===== config.mk =====
export PLATFORM = sky130hd
export DESIGN_NAME = sarcc_top
export DESIGN_NICKNAME = d
export VERILOG_FILES = /design/src/design/sarcc_pkg.sv /design/src/design/sarcc_tad_if.sv /design/src/design/sarcc_top.sv /design/src/design/sarcc_tad_gen.sv
export VERILOG_INCLUDE_DIRS = /design/src /design/src/design
export SDC_FILE = /design/constraint.sdc
export NUM_CORES = 1
export LEC_CHECK = 0
export ABC_AREA = 1
export BUFFER_PORTS_ARGS = -buffer_cell sky130_fd_sc_hd__buf_2
export CAP_MARGIN = 20
export CORE_AREA = 2 2 76 133
export DETAILED_ROUTE_END_ITERATION = 8
export DIE_AREA = 0 0 78 135
export GPL_ROUTABILITY_DRIVEN = 0
export PLACE_DENSITY = 0.69
export SLEW_MARGIN = 20
export SYNTH_ARGS = -nofsm -noshare
export SYNTH_HDL_FRONTEND = slang
export SYNTH_SLANG_ARGS = --single-unit

===== constraint.sdc =====
create_clock -name clk_i -period 6.75 [get_ports clk_i]
set_clock_uncertainty 0.15 [all_clocks]
set_input_delay 0.675 -clock clk_i [delete_from_list [all_inputs] [get_ports clk_i]]
set_output_delay 0.675 -clock clk_i [all_outputs]
set_load 0.01 [all_outputs]

===== src/design/sarcc_params.svh =====
// Constants of the converter control block: register offsets, field positions,
// reset values and conversion timing counts.
// Assumes inclusion by bare name from the design files and the bench.
`ifndef SARCC_PARAMS_SVH
`define SARCC_PARAMS_SVH

// Register byte offsets on the APB slave
`define SARCC_OFF_CTRL0 12'h000
`define SARCC_OFF_CTRL1 12'h004
`define SARCC_OFF_FLAG 12'h008
`define SARCC_OFF_IEN 12'h00c
`define SARCC_OFF_RESH 12'h010
`define SARCC_OFF_RESL 12'h014

// Control register 0 fields
`define SARCC_C0_PWR_BIT 0
`define SARCC_C0_GO_BIT 1
`define SARCC_C0_CHS_LSB 2
`define SARCC_C0_CHS_MSB 6

// Control register 1, flag and enable fields
`define SARCC_C1_CS_LSB 0
`define SARCC_C1_CS_MSB 2
`define SARCC_FLAG_DONE_BIT 0
`define SARCC_IEN_DONE_BIT 0
`define SARCC_IEN_PERI_BIT 1
`define SARCC_IEN_GLOB_BIT 2

// Reset values
`define SARCC_RST_CHS 5'h00
`define SARCC_RST_CS 3'h0
`define SARCC_RST_RES 10'h000

// Channel map
`define SARCC_CH_TEMP 5'h0a
`define SARCC_CH_COUNT_SMALL 5'h13
`define SARCC_CH_COUNT_LARGE 5'h15

// Conversion clock divisors, as terminal counts of the 6-bit system and 4-bit oscillator counters
`define SARCC_DIV8_LAST 6'h07
`define SARCC_DIV16_LAST 6'h0f
`define SARCC_DIV32_LAST 6'h1f
`define SARCC_DIV64_LAST 6'h3f
`define SARCC_RC_DIV_LAST 4'hf

// Conversion periods: one hold period plus ten bit periods, then abort delay
`define SARCC_CONV_PERIODS 4'hb
`define SARCC_ABORT_LAST 2'h1

`endif


===== src/design/sarcc_pkg.sv =====
// Types shared by the converter control block and its clock generator.
// Assumes the params header carries all numeric constants.
package sarcc_pkg;

    // Conversion sequencer states
    typedef enum logic [1:0] {
        SARCC_ST_ACQ = 2'b00,
        SARCC_ST_HOLD = 2'b01,
        SARCC_ST_BITS = 2'b10,
        SARCC_ST_ABRT = 2'b11
    } sarcc_state_t;

    // Conversion clock select codes
    typedef enum logic [2:0] {
        SARCC_CS_OFF0 = 3'b000,
        SARCC_CS_DIV8 = 3'b001,
        SARCC_CS_DIV32 = 3'b010,
        SARCC_CS_RC0 = 3'b011,
        SARCC_CS_OFF4 = 3'b100,
        SARCC_CS_DIV16 = 3'b101,
        SARCC_CS_DIV64 = 3'b110,
        SARCC_CS_RC1 = 3'b111
    } sarcc_csel_t;

endpackage


===== src/design/sarcc_tad_if.sv =====
// Link between the sequencer and the conversion clock generator.
// Assumes both ends sit on the same system clock.
`timescale 1ns/1ps
interface sarcc_tad_if;
    logic [2:0] csel;    // Conversion clock select code
    logic run;           // Generator counts while high, restarts when low
    logic rc_edge;       // One-cycle pulse per synchronised oscillator rising edge
    logic tick;          // One-cycle pulse at the end of each conversion period

    modport seq (output csel, output run, output rc_edge, input tick);
    modport gen (input csel, input run, input rc_edge, output tick);
endinterface


===== src/design/sarcc_top.sv =====
// Successive-approximation converter control with APB register access.
// Assumes comparator, sleep, strap and oscillator arrive asynchronously.
// Operation
// - Ten-bit result by successive approximation, bitwise.
// - Result right-justified over high and low bytes.
// - All sources share one mux and hold.
// - Five-bit field picks the multiplexer source.
// - Channel ten is the die temperature tap.
// - Nineteen or twenty-one sources by package variant.
// - Three-bit select picks divided or RC clock.
// - RC clock is oscillator divided by sixteen.
// - Conversion lasts eleven conversion clock periods.
// - Divided clocks follow system clock frequency changes.
// - Sleep conversions continue only with RC clock.
// - Done flag sets on every conversion end.
// - Request needs done flag and its enable.
// - Enabled completion wakes the sleeping device.
// - Vector to handler only with global enables.
// - Power bit enables; start bit begins conversion.
// - Completion clears start, sets flag, loads result.
// - Software abort keeps result, two-period restart delay.
`timescale 1ns/1ps
`include "sarcc_params.svh"
module sarcc_top (
    input wire logic clk_i,
    input wire logic rst_i,
    // APB slave
    input wire logic psel_i,
    input wire logic penable_i,
    input wire logic pwrite_i,
    input wire logic [11:0] paddr_i,
    input wire logic [31:0] pwdata_i,
    output logic [31:0] prdata_o,
    output logic pready_o,
    output logic pslverr_o,
    // Analog and core side
    input wire logic comp_i,
    input wire logic rc_osc_i,
    input wire logic sleep_i,
    input wire logic pkg_large_i,
    output logic [9:0] sar_code_o,
    output logic [4:0] mux_sel_o,
    output logic mux_valid_o,
    output logic temp_sel_o,
    output logic hold_o,
    output logic conv_irq_o,
    output logic wake_o,
    output logic vector_o
);

    // Two-stage synchronisers for comparator, oscillator, sleep and strap
    logic [3:0] sync1_r;
    logic [3:0] sync2_r;
    wire [3:0] async_in = {pkg_large_i, sleep_i, rc_osc_i, comp_i};
    genvar gi;
    generate
        for (gi = 0; gi < 4; gi++) begin : g_sync
            always_ff @(posedge clk_i or posedge rst_i) begin
                if (rst_i) begin
                    sync1_r[gi] <= 1'b0;
                    sync2_r[gi] <= 1'b0;
                end else begin
                    sync1_r[gi] <= async_in[gi];
                    sync2_r[gi] <= sync1_r[gi];
                end
            end
        end
    endgenerate
    wire comp_s = sync2_r[0];
    wire rc_s = sync2_r[1];
    wire sleep_s = sync2_r[2];
    wire strap_s = sync2_r[3];

    // Software-visible state
    logic pwr_r;                 // converter_power_on
    logic busy_r;                // Start/busy bit
    logic [4:0] chs_r;           // channel_select
    logic [2:0] cs_r;            // conv_clock_select
    logic flag_r;                // conv_done_flag
    logic ie_r;                  // conv_done_irq_enable
    logic peripheral_irq_enable_r;                // peripheral_irq_enable
    logic gie_r;                 // global_irq_enable
    logic [9:0] res_r;           // Last complete result
    // Sequencer state
    sarcc_pkg::sarcc_state_t st_r;
    sarcc_pkg::sarcc_state_t st_nxt;
    logic [9:0] sar_r;           // Trial code presented to the DAC
    logic [9:0] mask_r;          // Bit under test, one-hot
    logic [1:0] abrt_cnt_r;      // Periods spent in the abort delay
    logic rc_d_r;                // Previous synchronised oscillator level
    logic large_r;               // Package variant caught after reset
    logic [1:0] strap_cnt_r;     // Edges since release, until the strap is caught
    // APB answer registers
    logic pready_r;
    logic pslverr_r;
    logic [31:0] prdata_r;
    // Registered pin outputs
    logic irq_r;
    logic wake_r;
    logic vec_r;
    logic mux_valid_r;
    logic temp_sel_r;
    logic hold_r;                // Hold capacitor disconnected

    // Conversion clock generator
    sarcc_tad_if tad_if ();
    sarcc_tad_gen u_tad (
        .clk_i(clk_i),
        .rst_i(rst_i),
        .tad(tad_if)
    );
    wire rc_edge = rc_s && !rc_d_r;
    wire tick = tad_if.tick;
    assign tad_if.csel = cs_r;
    assign tad_if.rc_edge = rc_edge;

    // APB decode: access phase with our answer ready commits the transfer
    wire apb_acc = psel_i && penable_i;
    wire apb_commit = apb_acc && pready_r;
    wire hit_c0 = (paddr_i == `SARCC_OFF_CTRL0);
    wire hit_c1 = (paddr_i == `SARCC_OFF_CTRL1);
    wire hit_fl = (paddr_i == `SARCC_OFF_FLAG);
    wire hit_ie = (paddr_i == `SARCC_OFF_IEN);
    wire hit_rh = (paddr_i == `SARCC_OFF_RESH);
    wire hit_rl = (paddr_i == `SARCC_OFF_RESL);
    wire hit_any = hit_c0 || hit_c1 || hit_fl || hit_ie || hit_rh || hit_rl;
    wire wr_ok = apb_commit && pwrite_i && hit_any;
    wire wr_c0 = wr_ok && hit_c0;
    wire wr_c1 = wr_ok && hit_c1;
    wire wr_fl = wr_ok && hit_fl;
    wire wr_ie = wr_ok && hit_ie;
    wire wd_go = pwdata_i[`SARCC_C0_GO_BIT];
    wire wd_pwr = pwdata_i[`SARCC_C0_PWR_BIT];

    // Read multiplexer; unused bits read as zero
    wire [31:0] rd_c0 = {25'h0000000, chs_r, busy_r, pwr_r};
    wire [31:0] rd_c1 = {29'h00000000, cs_r};
    wire [31:0] rd_fl = {31'h00000000, flag_r};
    wire [31:0] rd_ie = {29'h00000000, gie_r, peripheral_irq_enable_r, ie_r};
    wire [31:0] rd_rh = {30'h00000000, res_r[9:8]};
    wire [31:0] rd_rl = {24'h000000, res_r[7:0]};
    wire [31:0] rd_mux = hit_c0 ? rd_c0 : hit_c1 ? rd_c1 : hit_fl ? rd_fl :
                         hit_ie ? rd_ie : hit_rh ? rd_rh : hit_rl ? rd_rl : 32'h00000000;

    // Start needs the converter already powered and the sequencer acquiring
    wire go_set = wr_c0 && wd_go && pwr_r && (st_r == sarcc_pkg::SARCC_ST_ACQ);
    wire sw_abort = wr_c0 && !wd_go && busy_r;
    // Generator restarts on a software abort so the delay is two whole periods
    assign tad_if.run = (busy_r && !sw_abort) || (st_r == sarcc_pkg::SARCC_ST_ABRT);
    wire pwr_off = wr_c0 && !wd_pwr;
    // Sleep stops a conversion unless it runs from the oscillator
    wire rc_clk = (cs_r[1:0] == 2'b11);
    wire sleep_abort = sleep_s && !rc_clk && busy_r;
    wire last_bit = (st_r == sarcc_pkg::SARCC_ST_BITS) && tick && mask_r[0];
    wire done = last_bit && busy_r && !sw_abort && !pwr_off && !sleep_abort;
    wire [9:0] sar_kept = comp_s ? sar_r : (sar_r & ~mask_r);
    wire ch_limit_ok = large_r ? (chs_r < `SARCC_CH_COUNT_LARGE) : (chs_r < `SARCC_CH_COUNT_SMALL);

    // Sequencer next state
    always_comb begin
        st_nxt = st_r;
        case (st_r)
            sarcc_pkg::SARCC_ST_ACQ: begin
                if (busy_r) begin
                    st_nxt = sarcc_pkg::SARCC_ST_HOLD;
                end
            end
            sarcc_pkg::SARCC_ST_HOLD: begin
                if (tick) begin
                    st_nxt = sarcc_pkg::SARCC_ST_BITS;
                end
            end
            sarcc_pkg::SARCC_ST_BITS: begin
                if (done) begin
                    st_nxt = sarcc_pkg::SARCC_ST_ACQ;
                end
            end
            sarcc_pkg::SARCC_ST_ABRT: begin
                if (tick && (abrt_cnt_r == `SARCC_ABORT_LAST)) begin
                    st_nxt = sarcc_pkg::SARCC_ST_ACQ;
                end
            end
            default: begin
                st_nxt = sarcc_pkg::SARCC_ST_ACQ;
            end
        endcase
        // Power off or sleep drops straight back; software abort waits two periods
        if (pwr_off || sleep_abort) begin
            st_nxt = sarcc_pkg::SARCC_ST_ACQ;
        end else if (sw_abort) begin
            st_nxt = sarcc_pkg::SARCC_ST_ABRT;
        end
    end

    // Sequencer state register
    always_ff @(posedge clk_i or posedge rst_i) begin
        if (rst_i) begin
            st_r <= sarcc_pkg::SARCC_ST_ACQ;
            hold_r <= 1'b0;
        end else begin
            st_r <= st_nxt;
            // Registered from the next state so the pin keeps the state timing
            hold_r <= (st_nxt != sarcc_pkg::SARCC_ST_ACQ);
        end
    end

    // Abort delay period counter
    always_ff @(posedge clk_i or posedge rst_i) begin
        if (rst_i) begin
            abrt_cnt_r <= 2'h0;
        end else if (st_r != sarcc_pkg::SARCC_ST_ABRT) begin
            abrt_cnt_r <= 2'h0;
        end else if (tick) begin
            abrt_cnt_r <= abrt_cnt_r + 2'h1;
        end
    end

    // Trial code: top bit first after the hold period, keep or drop on compare
    always_ff @(posedge clk_i or posedge rst_i) begin
        if (rst_i) begin
            sar_r <= `SARCC_RST_RES;
            mask_r <= 10'h000;
        end else if (st_r == sarcc_pkg::SARCC_ST_HOLD && tick) begin
            sar_r <= 10'h200;
            mask_r <= 10'h200;
        end else if (st_r == sarcc_pkg::SARCC_ST_BITS && tick) begin
            sar_r <= sar_kept | (mask_r >> 1);
            mask_r <= mask_r >> 1;
        end
    end

    // Result only loads on a clean completion, never on an abort
    always_ff @(posedge clk_i or posedge rst_i) begin
        if (rst_i) begin
            res_r <= `SARCC_RST_RES;
        end else if (done) begin
            res_r <= sar_kept;
        end
    end

    // Power, start/busy and channel bits
    always_ff @(posedge clk_i or posedge rst_i) begin
        if (rst_i) begin
            pwr_r <= 1'b0;
            busy_r <= 1'b0;
            chs_r <= `SARCC_RST_CHS;
        end else begin
            if (wr_c0) begin
                pwr_r <= wd_pwr;
                chs_r <= pwdata_i[`SARCC_C0_CHS_MSB:`SARCC_C0_CHS_LSB];
            end
            // Start wins over completion; sleep leaves the power bit set
            if (go_set) begin
                busy_r <= 1'b1;
            end else if (done || sw_abort || pwr_off || sleep_abort) begin
                busy_r <= 1'b0;
            end
        end
    end

    // Clock select and enables
    always_ff @(posedge clk_i or posedge rst_i) begin
        if (rst_i) begin
            cs_r <= `SARCC_RST_CS;
            ie_r <= 1'b0;
            peripheral_irq_enable_r <= 1'b0;
            gie_r <= 1'b0;
        end else begin
            if (wr_c1) begin
                cs_r <= pwdata_i[`SARCC_C1_CS_MSB:`SARCC_C1_CS_LSB];
            end
            if (wr_ie) begin
                ie_r <= pwdata_i[`SARCC_IEN_DONE_BIT];
                peripheral_irq_enable_r <= pwdata_i[`SARCC_IEN_PERI_BIT];
                gie_r <= pwdata_i[`SARCC_IEN_GLOB_BIT];
            end
        end
    end

    // Done flag: set on every completion, cleared only by a write of one
    always_ff @(posedge clk_i or posedge rst_i) begin
        if (rst_i) begin
            flag_r <= 1'b0;
        end else if (done) begin
            flag_r <= 1'b1;
        end else if (wr_fl && pwdata_i[`SARCC_FLAG_DONE_BIT]) begin
            flag_r <= 1'b0;
        end
    end

    // Oscillator edge history and package strap caught after reset release
    always_ff @(posedge clk_i or posedge rst_i) begin
        if (rst_i) begin
            rc_d_r <= 1'b0;
            large_r <= 1'b0;
            strap_cnt_r <= 2'h0;
        end else begin
            rc_d_r <= rc_s;
            if (strap_cnt_r != 2'h3) begin
                strap_cnt_r <= strap_cnt_r + 2'h1;
            end
            // Synchroniser holds its reset value for two edges; catch the third
            if (strap_cnt_r == 2'h2) begin
                large_r <= strap_s;
            end
        end
    end

    // Mux steering: one source to the single hold stage, temperature on channel ten
    always_ff @(posedge clk_i or posedge rst_i) begin
        if (rst_i) begin
            mux_valid_r <= 1'b0;
            temp_sel_r <= 1'b0;
        end else begin
            mux_valid_r <= ch_limit_ok;
            temp_sel_r <= (chs_r == `SARCC_CH_TEMP);
        end
    end

    // Interrupt request, wake and vector, all from registers
    always_ff @(posedge clk_i or posedge rst_i) begin
        if (rst_i) begin
            irq_r <= 1'b0;
            wake_r <= 1'b0;
            vec_r <= 1'b0;
        end else begin
            irq_r <= flag_r && ie_r;
            wake_r <= flag_r && ie_r && sleep_s;
            vec_r <= flag_r && ie_r && peripheral_irq_enable_r && gie_r;
        end
    end

    // APB answer: one wait state, error on unmapped address
    always_ff @(posedge clk_i or posedge rst_i) begin
        if (rst_i) begin
            pready_r <= 1'b0;
            pslverr_r <= 1'b0;
            prdata_r <= 32'h00000000;
        end else if (apb_acc && !pready_r) begin
            pready_r <= 1'b1;
            pslverr_r <= !hit_any;
            prdata_r <= pwrite_i ? 32'h00000000 : rd_mux;
        end else begin
            pready_r <= 1'b0;
            pslverr_r <= 1'b0;
        end
    end

    assign prdata_o = prdata_r;
    assign pready_o = pready_r;
    assign pslverr_o = pslverr_r;
    assign sar_code_o = sar_r;
    assign mux_sel_o = chs_r;
    assign mux_valid_o = mux_valid_r;
    assign temp_sel_o = temp_sel_r;
    // Hold capacitor is disconnected from hold through the abort delay
    assign hold_o = hold_r;
    assign conv_irq_o = irq_r;
    assign wake_o = wake_r;
    assign vector_o = vec_r;

endmodule


===== src/design/sarcc_tad_gen.sv =====
// Conversion clock generator: divides the system clock or counts oscillator edges.
// Assumes csel is stable while run is high; rc_edge already synchronised.
`timescale 1ns/1ps
`include "sarcc_params.svh"
module sarcc_tad_gen (
    input wire logic clk_i,
    input wire logic rst_i,
    sarcc_tad_if.gen tad
);

    logic [5:0] sys_cnt_r;    // System clock period counter
    logic [3:0] rc_cnt_r;     // Oscillator edge counter
    logic tick_r;             // Registered period end pulse

    wire rc_sel = (tad.csel[1:0] == 2'b11);
    // Terminal count per divided option; codes 000 and 100 give no clock at all
    wire [5:0] sys_last = (tad.csel == sarcc_pkg::SARCC_CS_DIV8) ? `SARCC_DIV8_LAST :
                          (tad.csel == sarcc_pkg::SARCC_CS_DIV16) ? `SARCC_DIV16_LAST :
                          (tad.csel == sarcc_pkg::SARCC_CS_DIV32) ? `SARCC_DIV32_LAST :
                          `SARCC_DIV64_LAST;
    wire sys_valid = !rc_sel && (tad.csel[1:0] != 2'b00);
    wire sys_end = sys_valid && (sys_cnt_r == sys_last);
    wire rc_end = rc_sel && tad.rc_edge && (rc_cnt_r == `SARCC_RC_DIV_LAST);

    // Divided system clock tracks any system clock change by construction
    always_ff @(posedge clk_i or posedge rst_i) begin
        if (rst_i) begin
            sys_cnt_r <= 6'h00;
        end else if (!tad.run || sys_end) begin
            sys_cnt_r <= 6'h00;
        end else if (sys_valid) begin
            sys_cnt_r <= sys_cnt_r + 6'h01;
        end
    end

    // Oscillator divided by sixteen, independent of the system divider
    always_ff @(posedge clk_i or posedge rst_i) begin
        if (rst_i) begin
            rc_cnt_r <= 4'h0;
        end else if (!tad.run) begin
            rc_cnt_r <= 4'h0;
        end else if (rc_sel && tad.rc_edge) begin
            rc_cnt_r <= rc_cnt_r + 4'h1;
        end
    end

    // One pulse per conversion period
    always_ff @(posedge clk_i or posedge rst_i) begin
        if (rst_i) begin
            tick_r <= 1'b0;
        end else begin
            tick_r <= tad.run && (sys_end || rc_end);
        end
    end

    assign tad.tick = tick_r;

endmodule


==> flow_summary_export.csv, run 1 <==
group,metric,value,unit
clock_network,clock-sinks,87,
critical_path,crit_path_end_kind,"flip-flop",
synth,synth_seq_area_share,52.03,%
routing,drc,0,
final_layout,drive_above_1_share,20.27,%
grt,grtUsageTotal,17.60,%
routing,dr.pass1.iters,4,
clock_network,h-tree-depth,3,
final_layout,seq_area,2177,um^2
clock_network,clockBufferDepth,2,
floorplanning,ios,108,
final_layout,areaGrowthSynthToFinish,13.97,%
grt,grt_pass1_wl,14570,um
clock_network,postCtsSetupBuffers,0,
grt,grt_antenna_before_repair,0,
power_and_ir_drop,p_per_area,215.7,nW/um^2
critical_path,crit_path_top_delay_cell,"nor2_1",
final_layout,final_cell_mix,"87 x dfrtp_1, 75 x nand2_1, 73 x inv_1",
critical_path,critPathMaxFanout,12,
synth,synth_area_per_cell,9.037,um^2
clock_network,root_buffer,"clkbuf_16",
floorplanning,num_rows,47,
final_layout,antenna_cells,0,
critical_path,crit_chain,"buf_2 > nor2_1 > nand3_2 > nor2_4 > inv_2 > nor2_4 > inv_1 > nor2_1 > nand4_1 > nand2_1",
final_layout,nNetsFinal,584,
floorplanning,core-area,9409,um^2
synth,synthDistinctLibCells,39,
floorplanning,dieArea,10530,um^2
grt,grt_pass1_vias,3174,
grt,grt_overflow_total,0,
critical_path,worstPathArrival,2.50,ns
power_and_ir_drop,ir_drop,134.1,uV
routing,postRouteAntennaNets,0,
timing,rsz0062_at_grt,"no",
critical_path,crit_path_max_incr_delay,0.63,ns
critical_path,required,6.87,ns
timing,fin_ws,4.366,ns
hold_path,hold_path_class,"input pin to asynchronous set/reset pin",
placement,port_buffers,58,
routing,routed_wl,8596,um
floorplanning,start_util,44.47,%
clock_network,ctsResizeCount,0,
placement,pre_cts_ws,4.034,ns
timing,drv_slew,0,
routing,vias,3162,
timing,fin_setup_tns,0,ns
timing,tightestPinTransition,0.9431,ns
critical_path,startpoint_type,"input pin",
floorplanning,die_h,135,um
run,max_cap_viol_count,0,
final_layout,layout_commonest_cell,"dfrtp_1",
final_layout,fillers,906,
timing,min_period,2.384,ns
floorplanning,die_w,78,um
timing,fmax,419.5,MHz
timing,setup-violations-final,0,
placement,post-dp-hpwl,6405,um
timing,period_share,35.31,%
routing,wl_per_cell,13.22,um
grt,grt_max_degree,77,
routing,initialDrtViolationCount,173,
synth,synth_seq_cells,87,
clock_network,cts_hold_buf,0,
clock_network,cts_tree,"done",
synth,synth_area,4184,um^2
critical_path,path_class,"input pin to flip-flop",
final_layout,multi_input_area,1554,um^2
routing,vias_per_cell,4.865,
run_status,outcome,"complete, no violations",
power_and_ir_drop,p_leak,2.428,nW
synth,ys_warn_count,0,
clock_network,cts_buffers,9,
timing,final-hold-violation-count,0,
synth,synthCells,463,
timing,slew_headroom,37.12,%
clock_network,insertion_delay,0.34,ns
clock_network,path_clk_slew,0.06,ns
## synthesized netlist by cell type (all sizes together)
library cell / number / share of area [%]
a21oi: 20 / 2.4
conb: 1 / 0.090
a21boi: 1 / 0.18
o21a: 1 / 0.18
dfrtp: 87 / 52
nor4: 1 / 0.15
nand3: 14 / 2.2
a32o: 1 / 0.24
nor3: 4 / 0.48
clkinv: 1 / 0.090
o31ai: 3 / 0.54
o211ai: 3 / 0.54
a22o: 5 / 1.0
o22ai: 14 / 2.1
nand4: 8 / 1.5
xnor2: 3 / 0.63
nor2: 33 / 3.7
buf: 28 / 5.2
inv: 79 / 7.1
o2111ai: 2 / 0.42
a211oi: 1 / 0.18
xor2: 5 / 1.0
ha: 8 / 2.4
o21ai: 53 / 7.1
nand2: 82 / 7.9
clkbuf: 5 / 0.45
## through the flow
stage | instances | hold slack, ns | power (mW) | util, % | area [um^2]
after detailed placement | 634 | 0.1858 | 0.5747 | 47.67 | 4486
after floorplan | 486 | 0.1812 | 0.5696 | - | 4270
final | 650 | 0.08406 | 1.029 | 50.68 | 4768
after global placement | 634 | 0.1828 | 0.5737 | 47.67 | 4486
after CTS | 650 | 0.07845 | 1.042 | 50.68 | 4768
after global routing | 650 | 0.08816 | 1.068 | 50.68 | 4768
## cells by family (layout without fill, tap and decap cells)
group	count (synthesis)	in the layout	synth area share, %
buf+inv	113	155	12.89
other cells	1	24	0.08963
compound gates	104	104	14.95
flops	87	87	52.03
xor+xnor	8	8	1.675
simple gates	142	142	15.97
fa+ha+maj	8	8	2.392
## state kept, by name, indices dropped and copies added (netlist names), 2 cells and up
name / count
cs_r: 3
sync1_r: 4
prdata_o: 8
sar_code_o: 10
res_r: 10
abrt_cnt_r: 2
mux_sel_o: 5
mask_r: 10
st_r: 2
strap_cnt_r: 2
u_tad.sys_cnt_r: 6
u_tad.rc_cnt_r: 4
## per-layer routing
layer  vias to the layer above  GRT usage, %  part of all wire (%)
met3                        23         4.211                   4.7
met1                      1466         20.49                    39
met2                       100         30.08                    52
met4                         0         8.772                   3.6
li1                       1573             -                     -
met5                         -             0                     0
## area by class of cell
type                            count  share of cell area [%]
Sequential cell                    87                   45.66
Multi-Input combinational cell    286                   32.59
Inverter                           80                   6.376
Timing Repair Buffer               59                   6.245
Clock buffer                        9                   4.723
Tap cell                          122                   3.201
Clock inverter                      7                   1.207
## critical path, delay by kind of cell
kind	cells	cell delay, ns
buffers and inverters	3	0.34
and+or+nand+nor	7	1.48
## where the power goes
group	internal, mW	total [mW]	switching (mW)
Combinational	0.00901	0.0377	0.0287
Sequential	0.525	0.526	0.00153
Clock	0.254	0.464	0.211
## worst paths after layout
| check | startpoint | to | slack (ns) | cells after the start |
|---|---|---|---|---|
| setup / recovery | paddr_i[4] | busy_r | 4.37 | 10 |
| setup reg to reg | cs_r[0] | u_tad.sys_cnt_r[5] | 4.61 | 10 |
| min in group clk_i | sync1_r[2] | sleep_s | 0.19 | 0 |
| max in group asynchronous | rst_i | prdata_o[2] | 5.18 | 3 |
| hold reg to reg | sync1_r[2] | sleep_s | 0.19 | 0 |
| hold / removal | rst_i | u_tad.sys_cnt_r[3] | 0.08 | 2 |
Note: power is estimated with default switching activity, not from simulation.
==> run 2, diff against run 1 <==
ABC_AREA = 0   (was 1)
CORE_AREA = 2 2 76 132   (was 2 2 76 133)
DIE_AREA = 0 0 78 134   (was 0 0 78 135)
PLACE_DENSITY = 0.68   (was 0.69)
clock period = 2.3 ns   (was 6.75 ns; I/O delays follow)
==> flow_summary_export.csv, run 2 <==
group,metric,value,unit
power_and_ir_drop,p_leak,2.352,nW
routing,routed_wl,8212,um
floorplanning,die_w,78,um
clock_network,h-tree-depth,3,
clock_network,ctsResizeCount,0,
clock_network,cts_tree,"done",
routing,postRouteAntennaNets,0,
timing,final-hold-violation-count,0,
floorplanning,core-area,9409,um^2
timing,min_period,1.962,ns
routing,dr.pass1.iters,4,
routing,drc,0,
floorplanning,dieArea,10450,um^2
power_and_ir_drop,power.internal,2.422,mW
synth,synth_seq_cells,87,
timing,fin_setup_tns,0,ns
power_and_ir_drop,power_frac_clock,44.1,%
critical_path,required,2.37,ns
final_layout,final_area,4846,um^2
hold_path,hold_depth,2,
final_layout,nNetsFinal,541,
floorplanning,die_h,134,um
synth,synth-edff-count,0,
critical_path,path_class,"flip-flop to flip-flop",
final_layout,final_cell_mix,"87 x dfrtp_1, 59 x nand2_1, 58 x buf_2",
grt,grt_overflow_total,0,
timing,period_share,85.33,%
synth,synthFlopType,"dfrtp_1",
timing,slew_headroom,64.82,%
power_and_ir_drop,p_per_area,631.9,nW/um^2
clock_network,clock-sinks,87,
critical_path,crit_path_end_kind,"flip-flop",
clock_network,clockBufferDepth,2,
synth,yosys.cell_count.top_type,"dfrtp_1",
grt,grt_pass1_wl,13980,um
hold_path,hold_path_class,"input pin to flip-flop",
synth,synthDistinctLibCells,49,
synth,async_flop_share,100.0,%
grt,grt_antenna_before_repair,0,
critical_path,worstPathArrival,2.03,ns
synth,synth_area_per_cell,9.982,um^2
grt,grt_pass1_vias,2932,
timing,fmax,509.6,MHz
power_and_ir_drop,netSwitchingFraction,20.91,%
floorplanning,ios,108,
final_layout,areaGrowthSynthToFinish,18.40,%
synth,synth_seq_area_share,53.19,%
final_layout,layout_commonest_cell,"dfrtp_1",
run,max_cap_viol_count,0,
grt,grtUsageTotal,17.08,%
clock_network,postCtsSetupBuffers,0,
power_and_ir_drop,ir_drop,435.5,uV
floorplanning,start_util,43.50,%
final_layout,fin_util,51.50,%
routing,vias,3033,
placement,post_dp_cell_area,4478,um^2
final_layout,antenna_cells,0,
critical_path,reg2reg_to,"u_tad.sys_cnt_r[3]",
floorplanning,num_rows,47,
hold_path,holdPathEnd,"cs_r[0]",
timing,fin_ws,0.3375,ns
routing,initialDrtViolationCount,189,
timing,tightestPinTransition,0.5264,ns
synth,synthCells,410,
critical_path,ff2ff_path_depth,7,
clock_network,path_clk_slew,0.06,ns
placement,post-dp-hpwl,6018,um
critical_path,startpoint_type,"flip-flop",
synth,synthTopCellsByArea,"dfrtp_1 53%, o21ai_0 6.5%, nand2_1 5.4%",
synth,synth_area,4093,um^2
routing,vias_per_cell,5.022,
critical_path,rrSetupSlack,0.34,ns
timing,drv_slew,0,
critical_path,reg2reg_from,"cs_r[0]",
clock_network,root_buffer,"clkbuf_16",
synth,post-synth-top-area-cell,"dfrtp_1",
power_and_ir_drop,power_switching,640.1,uW
timing,rsz0062_at_grt,"no",
power_and_ir_drop,power_frac_comb,4.8,%
synth,synthTopCellsByCount,"87 x dfrtp_1, 59 x nand2_1, 53 x o21ai_0, 25 x buf_4, 23 x nor2_1",
synth,synth.top_cell.area_share,53.19,%
run_status,outcome,"complete, no violations",
placement,port_buffers,58,
grt,grt_max_degree,67,
placement,pre_cts_ws,0.08185,ns
final_layout,drive_above_1_share,19.71,%
clock_network,insertion_delay,0.34,ns
timing,setup-violations-final,0,
clock_network,cts_buffers,9,
routing,wl_per_cell,13.60,um
hold_path,holdCritStartpoint,"pwdata_i[0]",
critical_path,critPathMaxFanout,5,
power_and_ir_drop,p_seq_share,51.1,%
synth,ys_warn_count,0,
-- run 2: cell count changes after synthesis, sizes merged, moves of 6 or more --
cell   before  now
a21oi      20   13
and2        0    6
inv        79   20
mux2        0    9
nand2      82   59
nand3      14    5
nor2       33   23
nor2b       0    9
o21a        1    9
o22ai      14    0
-- run 2: worst max-delay path, stage by stage, from the launching register on --
cell and delay (ns):
dfrtp_1 0.41, inv_1 0.06, ha_1 0.35, nor2b_1 0.21, nand2_1 0.09, a221o_1 0.30
nand2b_1 0.19, nor2_1 0.07
-- run 2: metrics by stage --
step,instances,hold slack [ns],power [mW]
CTS,604,0.05278,3.107
detailed placement,581,0.1391,1.727
finish,604,0.06474,3.062
global route,604,0.07186,3.185
floorplan,433,0.1114,1.701
global placement,581,0.1228,1.723
-- run 2: power by group through the flow --
stage	logic [mW]	clock network [mW]	registers (mW)
final	0.146	1.35	1.56
after global routing	0.166	1.45	1.57
after detailed placement	0.134	0	1.59
after CTS	0.148	1.39	1.56
after floorplan	0.119	0	1.58
after global placement	0.132	0	1.59
-- run 2: logic make-up after synthesis --
group	synth area share (%)
multiplexers	3.699
other	0.09163
XOR/XNOR	2.354
AND/OR/NAND/NOR	15.90
AO/OA/AOI/OAI	14.31
flip-flops	53.19
adder cells (fa/ha/maj)	2.446
buffers and inverters	8.010
-- run 2: timing repair --
item	4_1_cts	5_1_grt
hold buffers	10	0
endpoints found under the hold margin	30	0
endpoints found under the setup margin	0	0
-- run 2: cell type report --
cell class / count / area (um^2)
clock buffers: 11 / 232.7
fillers: 860 / 4563
inverters: 20 / 78.83
flip-flops and latches: 87 / 2177
repair buffers: 77 / 495.5
well taps: 122 / 152.6
multi-input cells: 285 / 1674
clock inverters: 2 / 35.03
-- run 2: how the worst max path moves through the flow --
stage,startpoint,end,cells after the start
final,cs_r[0],u_tad.sys_cnt_r[3],7
after global routing,cs_r[0],u_tad.sys_cnt_r[5],7
after CTS,cs_r[0],u_tad.sys_cnt_r[3],7
after detailed placement,paddr_i[0],busy_r,6
after global placement,paddr_i[0],busy_r,6
after floorplan,paddr_i[9],cs_r[0],5
-- run 2: layer usage --
layer | track usage [%] | vias to the layer above | share of wire (%)
met5 | 0 | - | 0
met4 | 7.700 | 0 | 2.7
met3 | 4.105 | 14 | 4.9
met2 | 28.54 | 84 | 51
met1 | 20.81 | 1450 | 41
li1 | - | 1485 | -
